--- config.mk ---
export PLATFORM = sky130hd
export DESIGN_NAME = adc_status_flag_logic
export DESIGN_NICKNAME = d
export VERILOG_FILES = /design/src/adc_flag_pkg.sv /design/src/adc_status_flag_logic.sv /design/src/adc_chan_flags.sv
export VERILOG_INCLUDE_DIRS = /design/src /design/src/src
export SDC_FILE = /design/constraint.sdc
export NUM_CORES = 1
export LEC_CHECK = 0
export BUFFER_PORTS_ARGS = -buffer_cell sky130_fd_sc_hd__buf_2
export CAP_MARGIN = 20
export CORE_ASPECT_RATIO = 0.7
export CORE_MARGIN = 2
export CORE_UTILIZATION = 55
export DETAILED_ROUTE_END_ITERATION = 12
export PLACE_DENSITY = 0.82
export SLEW_MARGIN = 20
export SYNTH_ARGS = -nofsm -noshare
export SYNTH_HDL_FRONTEND = slang
export SYNTH_HIERARCHICAL = 1
export SYNTH_SLANG_ARGS = --single-unit
--- constraint.sdc ---
create_clock -name i_clock -period 2.7 [get_ports i_clock]
set_input_delay 0.405 -clock i_clock [delete_from_list [all_inputs] [get_ports i_clock]]
set_output_delay 0.405 -clock i_clock [all_outputs]
set_load 0.02 [all_outputs]
--- src/adc_flag_regs.svh ---
// Register map, field positions and reset values of the converter flag block
`ifndef ADC_FLAG_REGS_SVH
`define ADC_FLAG_REGS_SVH

// Byte offsets in the low address byte
`define ADC_CTRL_OFF     8'h00
`define ADC_MODE_OFF     8'h04
`define ADC_CHEN_OFF     8'h10
`define ADC_CHDIS_OFF    8'h14
`define ADC_CHSR_OFF     8'h18
`define ADC_SR_OFF       8'h1c
`define ADC_LAST_OFF     8'h20
`define ADC_CHRES0_OFF   8'h40
`define ADC_CHRES_MASK   8'he3

// Address slicing
`define ADC_ADDR_HI_MSB  31
`define ADC_ADDR_HI_LSB  8
`define ADC_CHRES_IDX_MSB 4
`define ADC_CHRES_IDX_LSB 2

// Field positions
`define ADC_CTRL_START   0
`define ADC_MODE_SLEEP   0
`define ADC_SR_OVR_LSB   8
`define ADC_SR_READY     16
`define ADC_SR_ANYOVR    17
`define ADC_LAST_CH_LSB  12

// Reset values
`define ADC_CHEN_RST     8'h00
`define ADC_MODE_RST     1'b0
`define ADC_CHAN_RST     3'h0

// Bus answers
`define ADC_RESP_OKAY    2'b00
`define ADC_RESP_SLVERR  2'b10

`endif

--- src/adc_flag_pkg.sv ---
// Shared types of the converter flag block
package adc_flag_pkg;
	localparam int NUM_CH = 8;
	localparam int DATA_W = 10;
	typedef logic [2:0]          chan_t;
	typedef logic [NUM_CH-1:0]   chan_mask_t;
	typedef logic [DATA_W-1:0]   sample_t;
endpackage : adc_flag_pkg

--- src/adc_status_flag_logic.sv ---
// Converter status flags, result registers and AXI4-Lite register slave
// Contract
// - Data-ready meant to clear on last-result read
// - Channel result read clears data-ready unless an end in the same cycle sets it
// - Last-result read at end keeps data-ready set
// - Channel read at end skips data-ready set when that channel's end flag is set
// - Disable at end stores, data-ready stays low
// - Status read at end freezes general overrun
// - End while data-ready set raises general overrun
// - Status read clears general overrun, except at end
// - Channel read at end may miss general overrun
// - Disable at end misses general overrun when that channel's end flag is set
// - Channel overrun still rises on disable race
// - Own result or last-result read clears end
// - Status read clears overrun unless fresh end
// - Disabled channel end may set on a channel result read
// - Third-channel read clears previous channel end
// - Sleep takes effect after next conversion end
//
// Local design decisions: register access over AXI4-Lite and the register offsets.
`timescale 1ns/1ps
`include "adc_flag_regs.svh"
module adc_status_flag_logic (
	// Clock and reset
	input  wire logic                      i_clock,
	input  wire logic                      i_rst_b,
	// AXI4-Lite write address and data
	input  wire logic [31:0]               i_s_axi_awaddr,
	input  wire logic                      i_s_axi_awvalid,
	output logic                           o_s_axi_awready,
	input  wire logic [31:0]               i_s_axi_wdata,
	input  wire logic [3:0]                i_s_axi_wstrb,
	input  wire logic                      i_s_axi_wvalid,
	output logic                           o_s_axi_wready,
	// AXI4-Lite write response
	output logic [1:0]                     o_s_axi_bresp,
	output logic                           o_s_axi_bvalid,
	input  wire logic                      i_s_axi_bready,
	// AXI4-Lite read
	input  wire logic [31:0]               i_s_axi_araddr,
	input  wire logic                      i_s_axi_arvalid,
	output logic                           o_s_axi_arready,
	output logic [31:0]                    o_s_axi_rdata,
	output logic [1:0]                     o_s_axi_rresp,
	output logic                           o_s_axi_rvalid,
	input  wire logic                      i_s_axi_rready,
	// Conversion core
	input  wire logic                      i_eoc,
	input  wire adc_flag_pkg::chan_t       i_eoc_chan,
	input  wire adc_flag_pkg::sample_t     i_eoc_data,
	output adc_flag_pkg::chan_mask_t       o_chan_en,
	output logic                           o_start,
	output logic                           o_sleep
);
	localparam int NCH = adc_flag_pkg::NUM_CH;

	logic                       awready_q, wready_q, bvalid_q, arready_q, rvalid_q;
	logic [1:0]                 bresp_q, rresp_q;
	logic [31:0]                rdata_q, awaddr_q, wdata_q;
	logic [3:0]                 wstrb_q;
	logic                       aw_hold_q, w_hold_q;
	adc_flag_pkg::chan_mask_t   chen_q, eoc_f, ovr_f, set_eoc, clr_eoc, set_ovr, clr_ovr;
	adc_flag_pkg::sample_t      cdr_q [NCH];
	adc_flag_pkg::sample_t      lcdr_q;
	adc_flag_pkg::chan_t        last_q;
	logic                       result_ready_q, any_overrun_q, mode_sleep_q, start_q, sleep_q;
	logic [31:0]                rd_data;
	logic                       rd_ok, wr_ok;

	// Bus handshakes and decoded accesses
	wire logic       ar_hs   = i_s_axi_arvalid & arready_q;
	wire logic [7:0] ra      = i_s_axi_araddr[7:0];
	wire logic       ra_hi   = (i_s_axi_araddr[`ADC_ADDR_HI_MSB:`ADC_ADDR_HI_LSB] == '0);
	wire logic       lcdr_rd = ar_hs & ra_hi & (ra == `ADC_LAST_OFF);
	wire logic       sr_rd   = ar_hs & ra_hi & (ra == `ADC_SR_OFF);
	wire logic       cdr_rd  = ar_hs & ra_hi & ((ra & `ADC_CHRES_MASK) == `ADC_CHRES0_OFF);
	wire adc_flag_pkg::chan_t cdr_idx = ra[`ADC_CHRES_IDX_MSB:`ADC_CHRES_IDX_LSB];
	wire logic       wr_go   = aw_hold_q & w_hold_q & ~bvalid_q;
	wire logic [7:0] wa      = awaddr_q[7:0];
	wire logic       wa_hi   = (awaddr_q[`ADC_ADDR_HI_MSB:`ADC_ADDR_HI_LSB] == '0);
	wire logic       wr_b0   = wr_go & wa_hi & wstrb_q[0];
	wire logic       ctrl_wr = wr_b0 & (wa == `ADC_CTRL_OFF);
	wire logic       mode_wr = wr_b0 & (wa == `ADC_MODE_OFF);
	wire logic       en_wr   = wr_b0 & (wa == `ADC_CHEN_OFF);
	wire logic       dis_wr  = wr_b0 & (wa == `ADC_CHDIS_OFF) & (wdata_q[NCH-1:0] != '0);

	// Conversion end qualifiers
	wire logic       store   = i_eoc & chen_q[i_eoc_chan];
	wire logic       eoc_x   = eoc_f[i_eoc_chan];

	// Write address and data capture, either order
	always_ff @(posedge i_clock or negedge i_rst_b)
	begin
		if (!i_rst_b)
		begin
			awready_q <= 1'b1;
			wready_q  <= 1'b1;
			aw_hold_q <= 1'b0;
			w_hold_q  <= 1'b0;
			awaddr_q  <= '0;
			wdata_q   <= '0;
			wstrb_q   <= '0;
		end
		else
		begin
			if (i_s_axi_awvalid & awready_q)
			begin
				awaddr_q  <= i_s_axi_awaddr;
				aw_hold_q <= 1'b1;
				awready_q <= 1'b0;
			end
			else if (wr_go)
			begin
				aw_hold_q <= 1'b0;
				awready_q <= 1'b1;
			end
			if (i_s_axi_wvalid & wready_q)
			begin
				wdata_q  <= i_s_axi_wdata;
				wstrb_q  <= i_s_axi_wstrb;
				w_hold_q <= 1'b1;
				wready_q <= 1'b0;
			end
			else if (wr_go)
			begin
				w_hold_q <= 1'b0;
				wready_q <= 1'b1;
			end
		end
	end

	// Writable offsets
	always_comb
	begin
		wr_ok = 1'b0;
		if (!wa_hi)
			wr_ok = 1'b0;
		else if (wa == `ADC_CTRL_OFF || wa == `ADC_MODE_OFF)
			wr_ok = 1'b1;
		else if (wa == `ADC_CHEN_OFF || wa == `ADC_CHDIS_OFF)
			wr_ok = 1'b1;
	end

	// Write response
	always_ff @(posedge i_clock or negedge i_rst_b)
	begin
		if (!i_rst_b)
		begin
			bvalid_q <= 1'b0;
			bresp_q  <= `ADC_RESP_OKAY;
		end
		else if (wr_go)
		begin
			bvalid_q <= 1'b1;
			bresp_q  <= wr_ok ? `ADC_RESP_OKAY : `ADC_RESP_SLVERR;
		end
		else if (i_s_axi_bready)
			bvalid_q <= 1'b0;
	end

	// Read data selection
	always_comb
	begin
		rd_data = '0;
		rd_ok   = 1'b1;
		if (!ra_hi)
			rd_ok = 1'b0;
		else if (ra == `ADC_MODE_OFF)
			rd_data[`ADC_MODE_SLEEP] = mode_sleep_q;
		else if (ra == `ADC_CHSR_OFF)
			rd_data[NCH-1:0] = chen_q;
		else if (ra == `ADC_SR_OFF)
		begin
			rd_data[NCH-1:0] = eoc_f;
			rd_data[`ADC_SR_OVR_LSB +: NCH] = ovr_f;
			rd_data[`ADC_SR_READY] = result_ready_q;
			rd_data[`ADC_SR_ANYOVR] = any_overrun_q;
		end
		else if (ra == `ADC_LAST_OFF)
		begin
			rd_data[adc_flag_pkg::DATA_W-1:0] = lcdr_q;
			rd_data[`ADC_LAST_CH_LSB +: 3] = last_q;
		end
		else if ((ra & `ADC_CHRES_MASK) == `ADC_CHRES0_OFF)
			rd_data[adc_flag_pkg::DATA_W-1:0] = cdr_q[cdr_idx];
		else if (ra == `ADC_CTRL_OFF || ra == `ADC_CHEN_OFF || ra == `ADC_CHDIS_OFF)
			rd_data = '0;
		else
			rd_ok = 1'b0;
	end

	// Read channel, answer one cycle after the address is taken
	always_ff @(posedge i_clock or negedge i_rst_b)
	begin
		if (!i_rst_b)
		begin
			arready_q <= 1'b1;
			rvalid_q  <= 1'b0;
			rdata_q   <= '0;
			rresp_q   <= `ADC_RESP_OKAY;
		end
		else if (ar_hs)
		begin
			arready_q <= 1'b0;
			rvalid_q  <= 1'b1;
			rdata_q   <= rd_data;
			rresp_q   <= rd_ok ? `ADC_RESP_OKAY : `ADC_RESP_SLVERR;
		end
		else if (rvalid_q & i_s_axi_rready)
		begin
			rvalid_q  <= 1'b0;
			arready_q <= 1'b1;
		end
	end

	// Channel enables, set and disable writes
	always_ff @(posedge i_clock or negedge i_rst_b)
	begin
		if (!i_rst_b)
			chen_q <= `ADC_CHEN_RST;
		else if (en_wr)
			chen_q <= chen_q | wdata_q[NCH-1:0];
		else if (dis_wr)
			chen_q <= chen_q & ~wdata_q[NCH-1:0];
	end

	// Result storage, still stored on a disable race
	// store despite disable
	always_ff @(posedge i_clock or negedge i_rst_b)
	begin
		if (!i_rst_b)
		begin
			lcdr_q <= '0;
			last_q <= `ADC_CHAN_RST;
			for (int i = 0; i < NCH; i++)
				cdr_q[i] <= '0;
		end
		else if (store)
		begin
			lcdr_q             <= i_eoc_data;
			last_q             <= i_eoc_chan;
			cdr_q[i_eoc_chan]  <= i_eoc_data;
		end
	end

	// Per-channel flag strobes
	always_comb
	begin
		for (int i = 0; i < NCH; i++)
		begin
			set_eoc[i] = i_eoc & (i_eoc_chan == i[2:0]) & (chen_q[i] | cdr_rd);
			set_ovr[i] = store & (i_eoc_chan == i[2:0]) & eoc_f[i];
			clr_eoc[i] = (lcdr_rd & (last_q == i[2:0]))
				| (cdr_rd & (cdr_idx == i[2:0]) & ~(i_eoc & cdr_idx != i_eoc_chan
					& cdr_idx != last_q));
			if (cdr_rd & i_eoc & cdr_idx != i_eoc_chan & cdr_idx != last_q
				& last_q == i[2:0])
				clr_eoc[i] = 1'b1;
			clr_ovr[i] = sr_rd & ~(i_eoc & (i_eoc_chan == i[2:0]) & ~eoc_f[i]);
		end
	end

	// Flag pair of each channel
	genvar g;
	generate
		for (g = 0; g < NCH; g++)
		begin : g_ch
			adc_chan_flags u_flags (
				.i_clock   (i_clock),
				.i_rst_b   (i_rst_b),
				.i_set_eoc (set_eoc[g]),
				.i_clr_eoc (clr_eoc[g]),
				.i_set_ovr (set_ovr[g]),
				.i_clr_ovr (clr_ovr[g]),
				.o_eoc     (eoc_f[g]),
				.o_ovr     (ovr_f[g])
			);
		end
	endgenerate

	// Data-ready flag with its read and end races
	always_ff @(posedge i_clock or negedge i_rst_b)
	begin
		if (!i_rst_b)
			result_ready_q <= 1'b0;
		else if (lcdr_rd & i_eoc & result_ready_q)
			result_ready_q <= 1'b1;
		else if (store & ~dis_wr & ~(cdr_rd & eoc_x))
			result_ready_q <= 1'b1;
		else if (lcdr_rd | cdr_rd)
			result_ready_q <= 1'b0;
	end

	// General overrun flag
	always_ff @(posedge i_clock or negedge i_rst_b)
	begin
		if (!i_rst_b)
			any_overrun_q <= 1'b0;
		else if (sr_rd & i_eoc)
			any_overrun_q <= any_overrun_q;
		else if (store & result_ready_q
			& ~(cdr_rd & eoc_x & ~any_overrun_q
				& last_q != i_eoc_chan & last_q != cdr_idx)
			& ~(dis_wr & eoc_x))
			any_overrun_q <= 1'b1;
		else if (sr_rd)
			any_overrun_q <= 1'b0;
	end

	// Sleep mode bit and start strobe
	always_ff @(posedge i_clock or negedge i_rst_b)
	begin
		if (!i_rst_b)
		begin
			mode_sleep_q <= `ADC_MODE_RST;
			start_q      <= 1'b0;
		end
		else
		begin
			if (mode_wr)
				mode_sleep_q <= wdata_q[`ADC_MODE_SLEEP];
			start_q <= ctrl_wr & wdata_q[`ADC_CTRL_START];
		end
	end

	// Converter sleep, entered only at a conversion end
	// deferred sleep entry
	always_ff @(posedge i_clock or negedge i_rst_b)
	begin
		if (!i_rst_b)
			sleep_q <= 1'b0;
		else if (!mode_sleep_q || start_q)
			sleep_q <= 1'b0;
		else if (i_eoc)
			sleep_q <= 1'b1;
	end

	assign o_s_axi_awready = awready_q;
	assign o_s_axi_wready  = wready_q;
	assign o_s_axi_bvalid  = bvalid_q;
	assign o_s_axi_bresp   = bresp_q;
	assign o_s_axi_arready = arready_q;
	assign o_s_axi_rvalid  = rvalid_q;
	assign o_s_axi_rdata   = rdata_q;
	assign o_s_axi_rresp   = rresp_q;
	assign o_chan_en       = chen_q;
	assign o_start         = start_q;
	assign o_sleep         = sleep_q;
endmodule : adc_status_flag_logic

--- src/adc_chan_flags.sv ---
// End-of-conversion and overrun flag pair of one channel
`timescale 1ns/1ps
module adc_chan_flags (
	// Clock and reset
	input  wire logic i_clock,
	input  wire logic i_rst_b,
	// Set and clear strobes
	input  wire logic i_set_eoc,
	input  wire logic i_clr_eoc,
	input  wire logic i_set_ovr,
	input  wire logic i_clr_ovr,
	// Flags
	output logic      o_eoc,
	output logic      o_ovr
);
	logic eoc_q;
	logic ovr_q;

	// End flag, set wins over clear
	always_ff @(posedge i_clock or negedge i_rst_b)
	begin
		if (!i_rst_b)
			eoc_q <= 1'b0;
		else if (i_set_eoc)
			eoc_q <= 1'b1;
		else if (i_clr_eoc)
			eoc_q <= 1'b0;
	end

	// Overrun flag, set wins over clear
	always_ff @(posedge i_clock or negedge i_rst_b)
	begin
		if (!i_rst_b)
			ovr_q <= 1'b0;
		else if (i_set_ovr)
			ovr_q <= 1'b1;
		else if (i_clr_ovr)
			ovr_q <= 1'b0;
	end

	assign o_eoc = eoc_q;
	assign o_ovr = ovr_q;
endmodule : adc_chan_flags

==> flow_summary.rst <==
.. list-table::
   :header-rows: 1

   * - Metric
     - Value
   * - TritonCTS buffer count
     - 17
   * - Yosys warns
     - 6
   * - Buffer levels on the longest clock path
     - 2
   * - Placed cell area
     - between 10000 and 15000 um2
   * - Std cell rows
     - 39
   * - Maximum cell stage delay along the critical path
     - 0.55 ns
   * - GPL Wtd Cong
     - a little over 0.9
   * - Wire length the detailed router placed on met1
     - 9280 um
   * - Total negative setup slack
     - 0 ns
   * - Area inside the core boundary
     - 16200 um2
   * - Root Driver
     - clkbuf_16
   * - First-pass GRT wire length
     - 35100 um
   * - Final Max Tran Viols
     - 0
   * - Synth Instances
     - approximately 730
   * - Final critical delay including setup and external delays
     - approximately 2.4 ns
   * - Congestion Overflow GR
     - 0
   * - Number of register bits inferred by synthesis
     - 190
   * - Per-cell routed wire length
     - 19.4 um
   * - DR WL met3
     - just under 2000 um
   * - Count of fill cells added during filler insertion
     - 1233
   * - PwrDens
     - slightly above 700 nW/um2
   * - CP endpoint kind
     - flop
   * - Worst rel slew slack
     - 0.455
   * - Critical path launch point type
     - flop
   * - Drt initial violations
     - slightly below 600
   * - Area of the die
     - between 15000 and 20000 um2
   * - Post-Syn Area
     - slightly above 9000 um2
   * - Sw Share
     - 0.270
   * - Detail Placement HPWL
     - roughly 16000 um
   * - Maximum clock frequency
     - between 400 and 500 MHz
   * - Maximum number of pins on one net before global-route repair
     - 71
   * - Initial antenna violation count
     - 2
   * - Routed wl met2
     - about 10000 um
   * - TritonCTS clock tree
     - built
   * - Cell accounting for the most synthesized area
     - dfrtp_1
   * - EDFF count, synth
     - 0
   * - Latest clock arrival within the worst-skew pair
     - 0.43 ns
   * - Combinational power share
     - 0.183
   * - Internal
     - about 5.6 mW
   * - Net total in the final layout
     - ~1000
   * - Postcts setup bufs
     - 0
   * - Primary FF master, synth
     - dfrtp_1
   * - Uppermost signal routing layer after detailed routing
     - met4
   * - Worst Max-Slew Pin Slew
     - ~0.82 ns
   * - Critical path data required time
     - a little over 3 ns
   * - Critical-path maximum fanout
     - 4
   * - Sequential share of the synthesized area
     - 0.522
   * - Clk network pwr share
     - 0.313
   * - Max-cap check violation count
     - 0
   * - Top area cells in the synthesized netlist
     - dfrtp_1, mux2_2, mux4_2
   * - Post_cts resized
     - 0
   * - Share of layout cells above drive strength 1
     - 0.405
   * - Initial Utilization
     - 0.561
   * - Fraction of synthesis flops using an asynchronous set or reset pin
     - 1.00
   * - Setup violation total in the final timing report
     - 0
   * - Leakage power of the design
     - a little over 5 nW
   * - CTS Sinks
     - 190
   * - Setup repair after global routing missed its margin
     - false
   * - Total Wirelength
     - approximately 22000 um
   * - Sequential share of power
     - 0.503
   * - Area share of the largest cell type after synthesis
     - 0.513
   * - Arrival time of the worst setup path
     - around 2.7 ns
   * - Post-route ant nets
     - 0
   * - # IOs
     - 172
   * - Vias in the first global route
     - ~6600
   * - Switching power of the nets
     - approximately 2.1 mW
   * - Largest voltage drop on the vdd net
     - between 0.4 and 0.5 mV
   * - Crit path cell chain
     - and2_1 > nand4_1 > nor3_1 > or3b_2 > o32ai_1 > inv_1 > a21o_1
   * - Worst hold path type
     - primary input to flop
   * - Result of the run
     - complete, no violations
   * - Count of input and output buffers
     - about 130
   * - Clock slew seen by the registers of the worst setup and hold paths
     - about 0.06 ns
   * - Mean instance size in the synthesized netlist
     - 12.5 um2
   * - Pre-antenna DRT Iters
     - 5
   * - Final count of hold timing violations
     - 0
   * - Slowest cell on the critical path
     - dfstp_2
   * - Combined global-route utilization of all metal layers
     - 0.263
   * - Via count
     - 6449
   * - Overall die height
     - 112 um
   * - Synth unique cells
     - between 50 and 60
   * - Post-route design area
     - about 11000 um2
   * - WS Path Type
     - flop to flop
   * - DRC errors left
     - 0
   * - Final clock skew
     - between 0.01 and 0.015 ns
   * - Final worst-path cycle share
     - 0.888
   * - Area growth, synth to finish
     - 17.4%
   * - Via-to-Cell Ratio
     - ~5.8
   * - Width of the die
     - around 160 um
   * - H-tree lvl count
     - 4
[power by group through the flow]
stage          clock network [mW]  logic (mW)  registers, mW
3_3_place_gp                    0        1.35           3.86
2_1_floorplan                   0        1.06           3.79
6_report                     2.40        1.40           3.85
5_1_grt                      2.57        1.54           3.93
3_5_place_dp                    0        1.41           3.90
4_1_cts                      2.44        1.42           3.85
[sequential cells by signal (all words and copies together) (netlist names), 3 cells and up, named ones only]
signal	count
wdata_q	8
g_ch.u_flags/o_ovr	8
o_s_axi_rdata	18
last_q	3
cdr_q	80
awaddr_q	32
lcdr_q	10
g_ch.u_flags/o_eoc	8
[path summary, 6_finish.rpt]
| kind | startpoint | end | slack (ns) | cells past startpoint |
|---|---|---|---|---|
| hold / removal | i_s_axi_arvalid | o_s_axi_arready | 0.16 | 2 |
| setup / recovery | o_s_axi_arready | g_ch[0].u_flags/o_eoc | 0.30 | 7 |
| hold reg to reg | o_start | o_sleep | 0.42 | 1 |
| min in group asynchronous | i_rst_b | g_ch[5].u_flags/o_ovr | 0.56 | 2 |
| setup reg to reg | o_s_axi_arready | g_ch[0].u_flags/o_eoc | 0.30 | 7 |
| max in group asynchronous | i_rst_b | o_s_axi_arready | 1.40 | 3 |
[cells by family after synthesis]
group	Yosys count	synth area share
and+or+nand+nor	156	0.0908
xor gates and xnor gates	9	0.00864
buffers and inverters	92	0.0476
DFF	190	0.522
muxes	177	0.248
AOI/OAI and AO/OA	103	0.0831
other	1	0.000411
[worst max-delay path: cells and delay by family, from the launching register on]
| kind | cells | cell delay (ns) |
|---|---|---|
| DFF | 1 | 0.55 |
| AOI/OAI and AO/OA | 2 | 0.41 |
| buffers and inverters | 1 | 0.06 |
| and+or+nand+nor | 4 | 1.27 |
[metrics by stage]
stage           util  power [mW]  hold WS [ns]  setup slack [ns]  cells
2_1_floorplan      -        4.84         0.109             0.500    743
3_3_place_gp   0.624        5.21         0.415             0.287   1080
3_5_place_dp   0.624        5.31         0.419             0.183   1080
4_1_cts        0.659        7.71         0.152             0.335   1113
5_1_grt        0.659        8.04         0.159             0.134   1113
6_report       0.659        7.65         0.164             0.302   1115
[synthesized netlist by cell type, drive strengths merged, types with 2 or more instances]
master	number
xor2	3
o21a	5
dfrtp	187
and3b	2
mux4	23
a22oi	7
and2	6
nand2b	8
o211a	7
nor3	17
mux2	134
xnor2	6
mux2i	20
o21ai	24
nor4	21
nor2b	2
nand3	10
or4	2
nand2	40
a22o	11
nor2	25
nand3b	4
inv	36
clkbuf	21
a32o	3
o22ai	8
o32ai	2
nand4	4
nand4b	6
nor3b	4
a21o	17
dfstp	3
a21oi	9
buf	35
[placed cells by master, fill, tap and decap left out, types with 23 or more instances in the layout]
master,synthesis,routed
dfrtp_1,187,187
buf_2,11,127
mux2_2,122,122
nand2_1,40,40
buf_4,18,38
inv_1,36,36
nor2_1,25,25
mux4_2,23,23
o21ai_0,23,23
[timing repair]
action	CTS	global route
endpoints found under the hold margin	7	0
endpoints found under the setup margin	0	0
hold buffers	1	0
[final cells by class]
cell class                      instances  area (um2)  share of cell area
Antenna cell                            2        5.00            0.000467
Sequential cell                       190        4760               0.444
Tap cell                              225         282              0.0263
Timing Repair Buffer                  169         985              0.0919
Inverter                               36         135              0.0126
Multi-Input combinational cell        461        3990               0.373
Clock buffer                           21         450              0.0420
Clock inverter                         11         106             0.00993
[per-layer routing]
metal | vias up | track usage
met5 | - | 0
met4 | 0 | 0.0721
met3 | 36 | 0.0860
met2 | 266 | 0.402
met1 | 3209 | 0.364
li1 | 2938 | -
No activity file was read; power rests on OpenSTA's default activity.
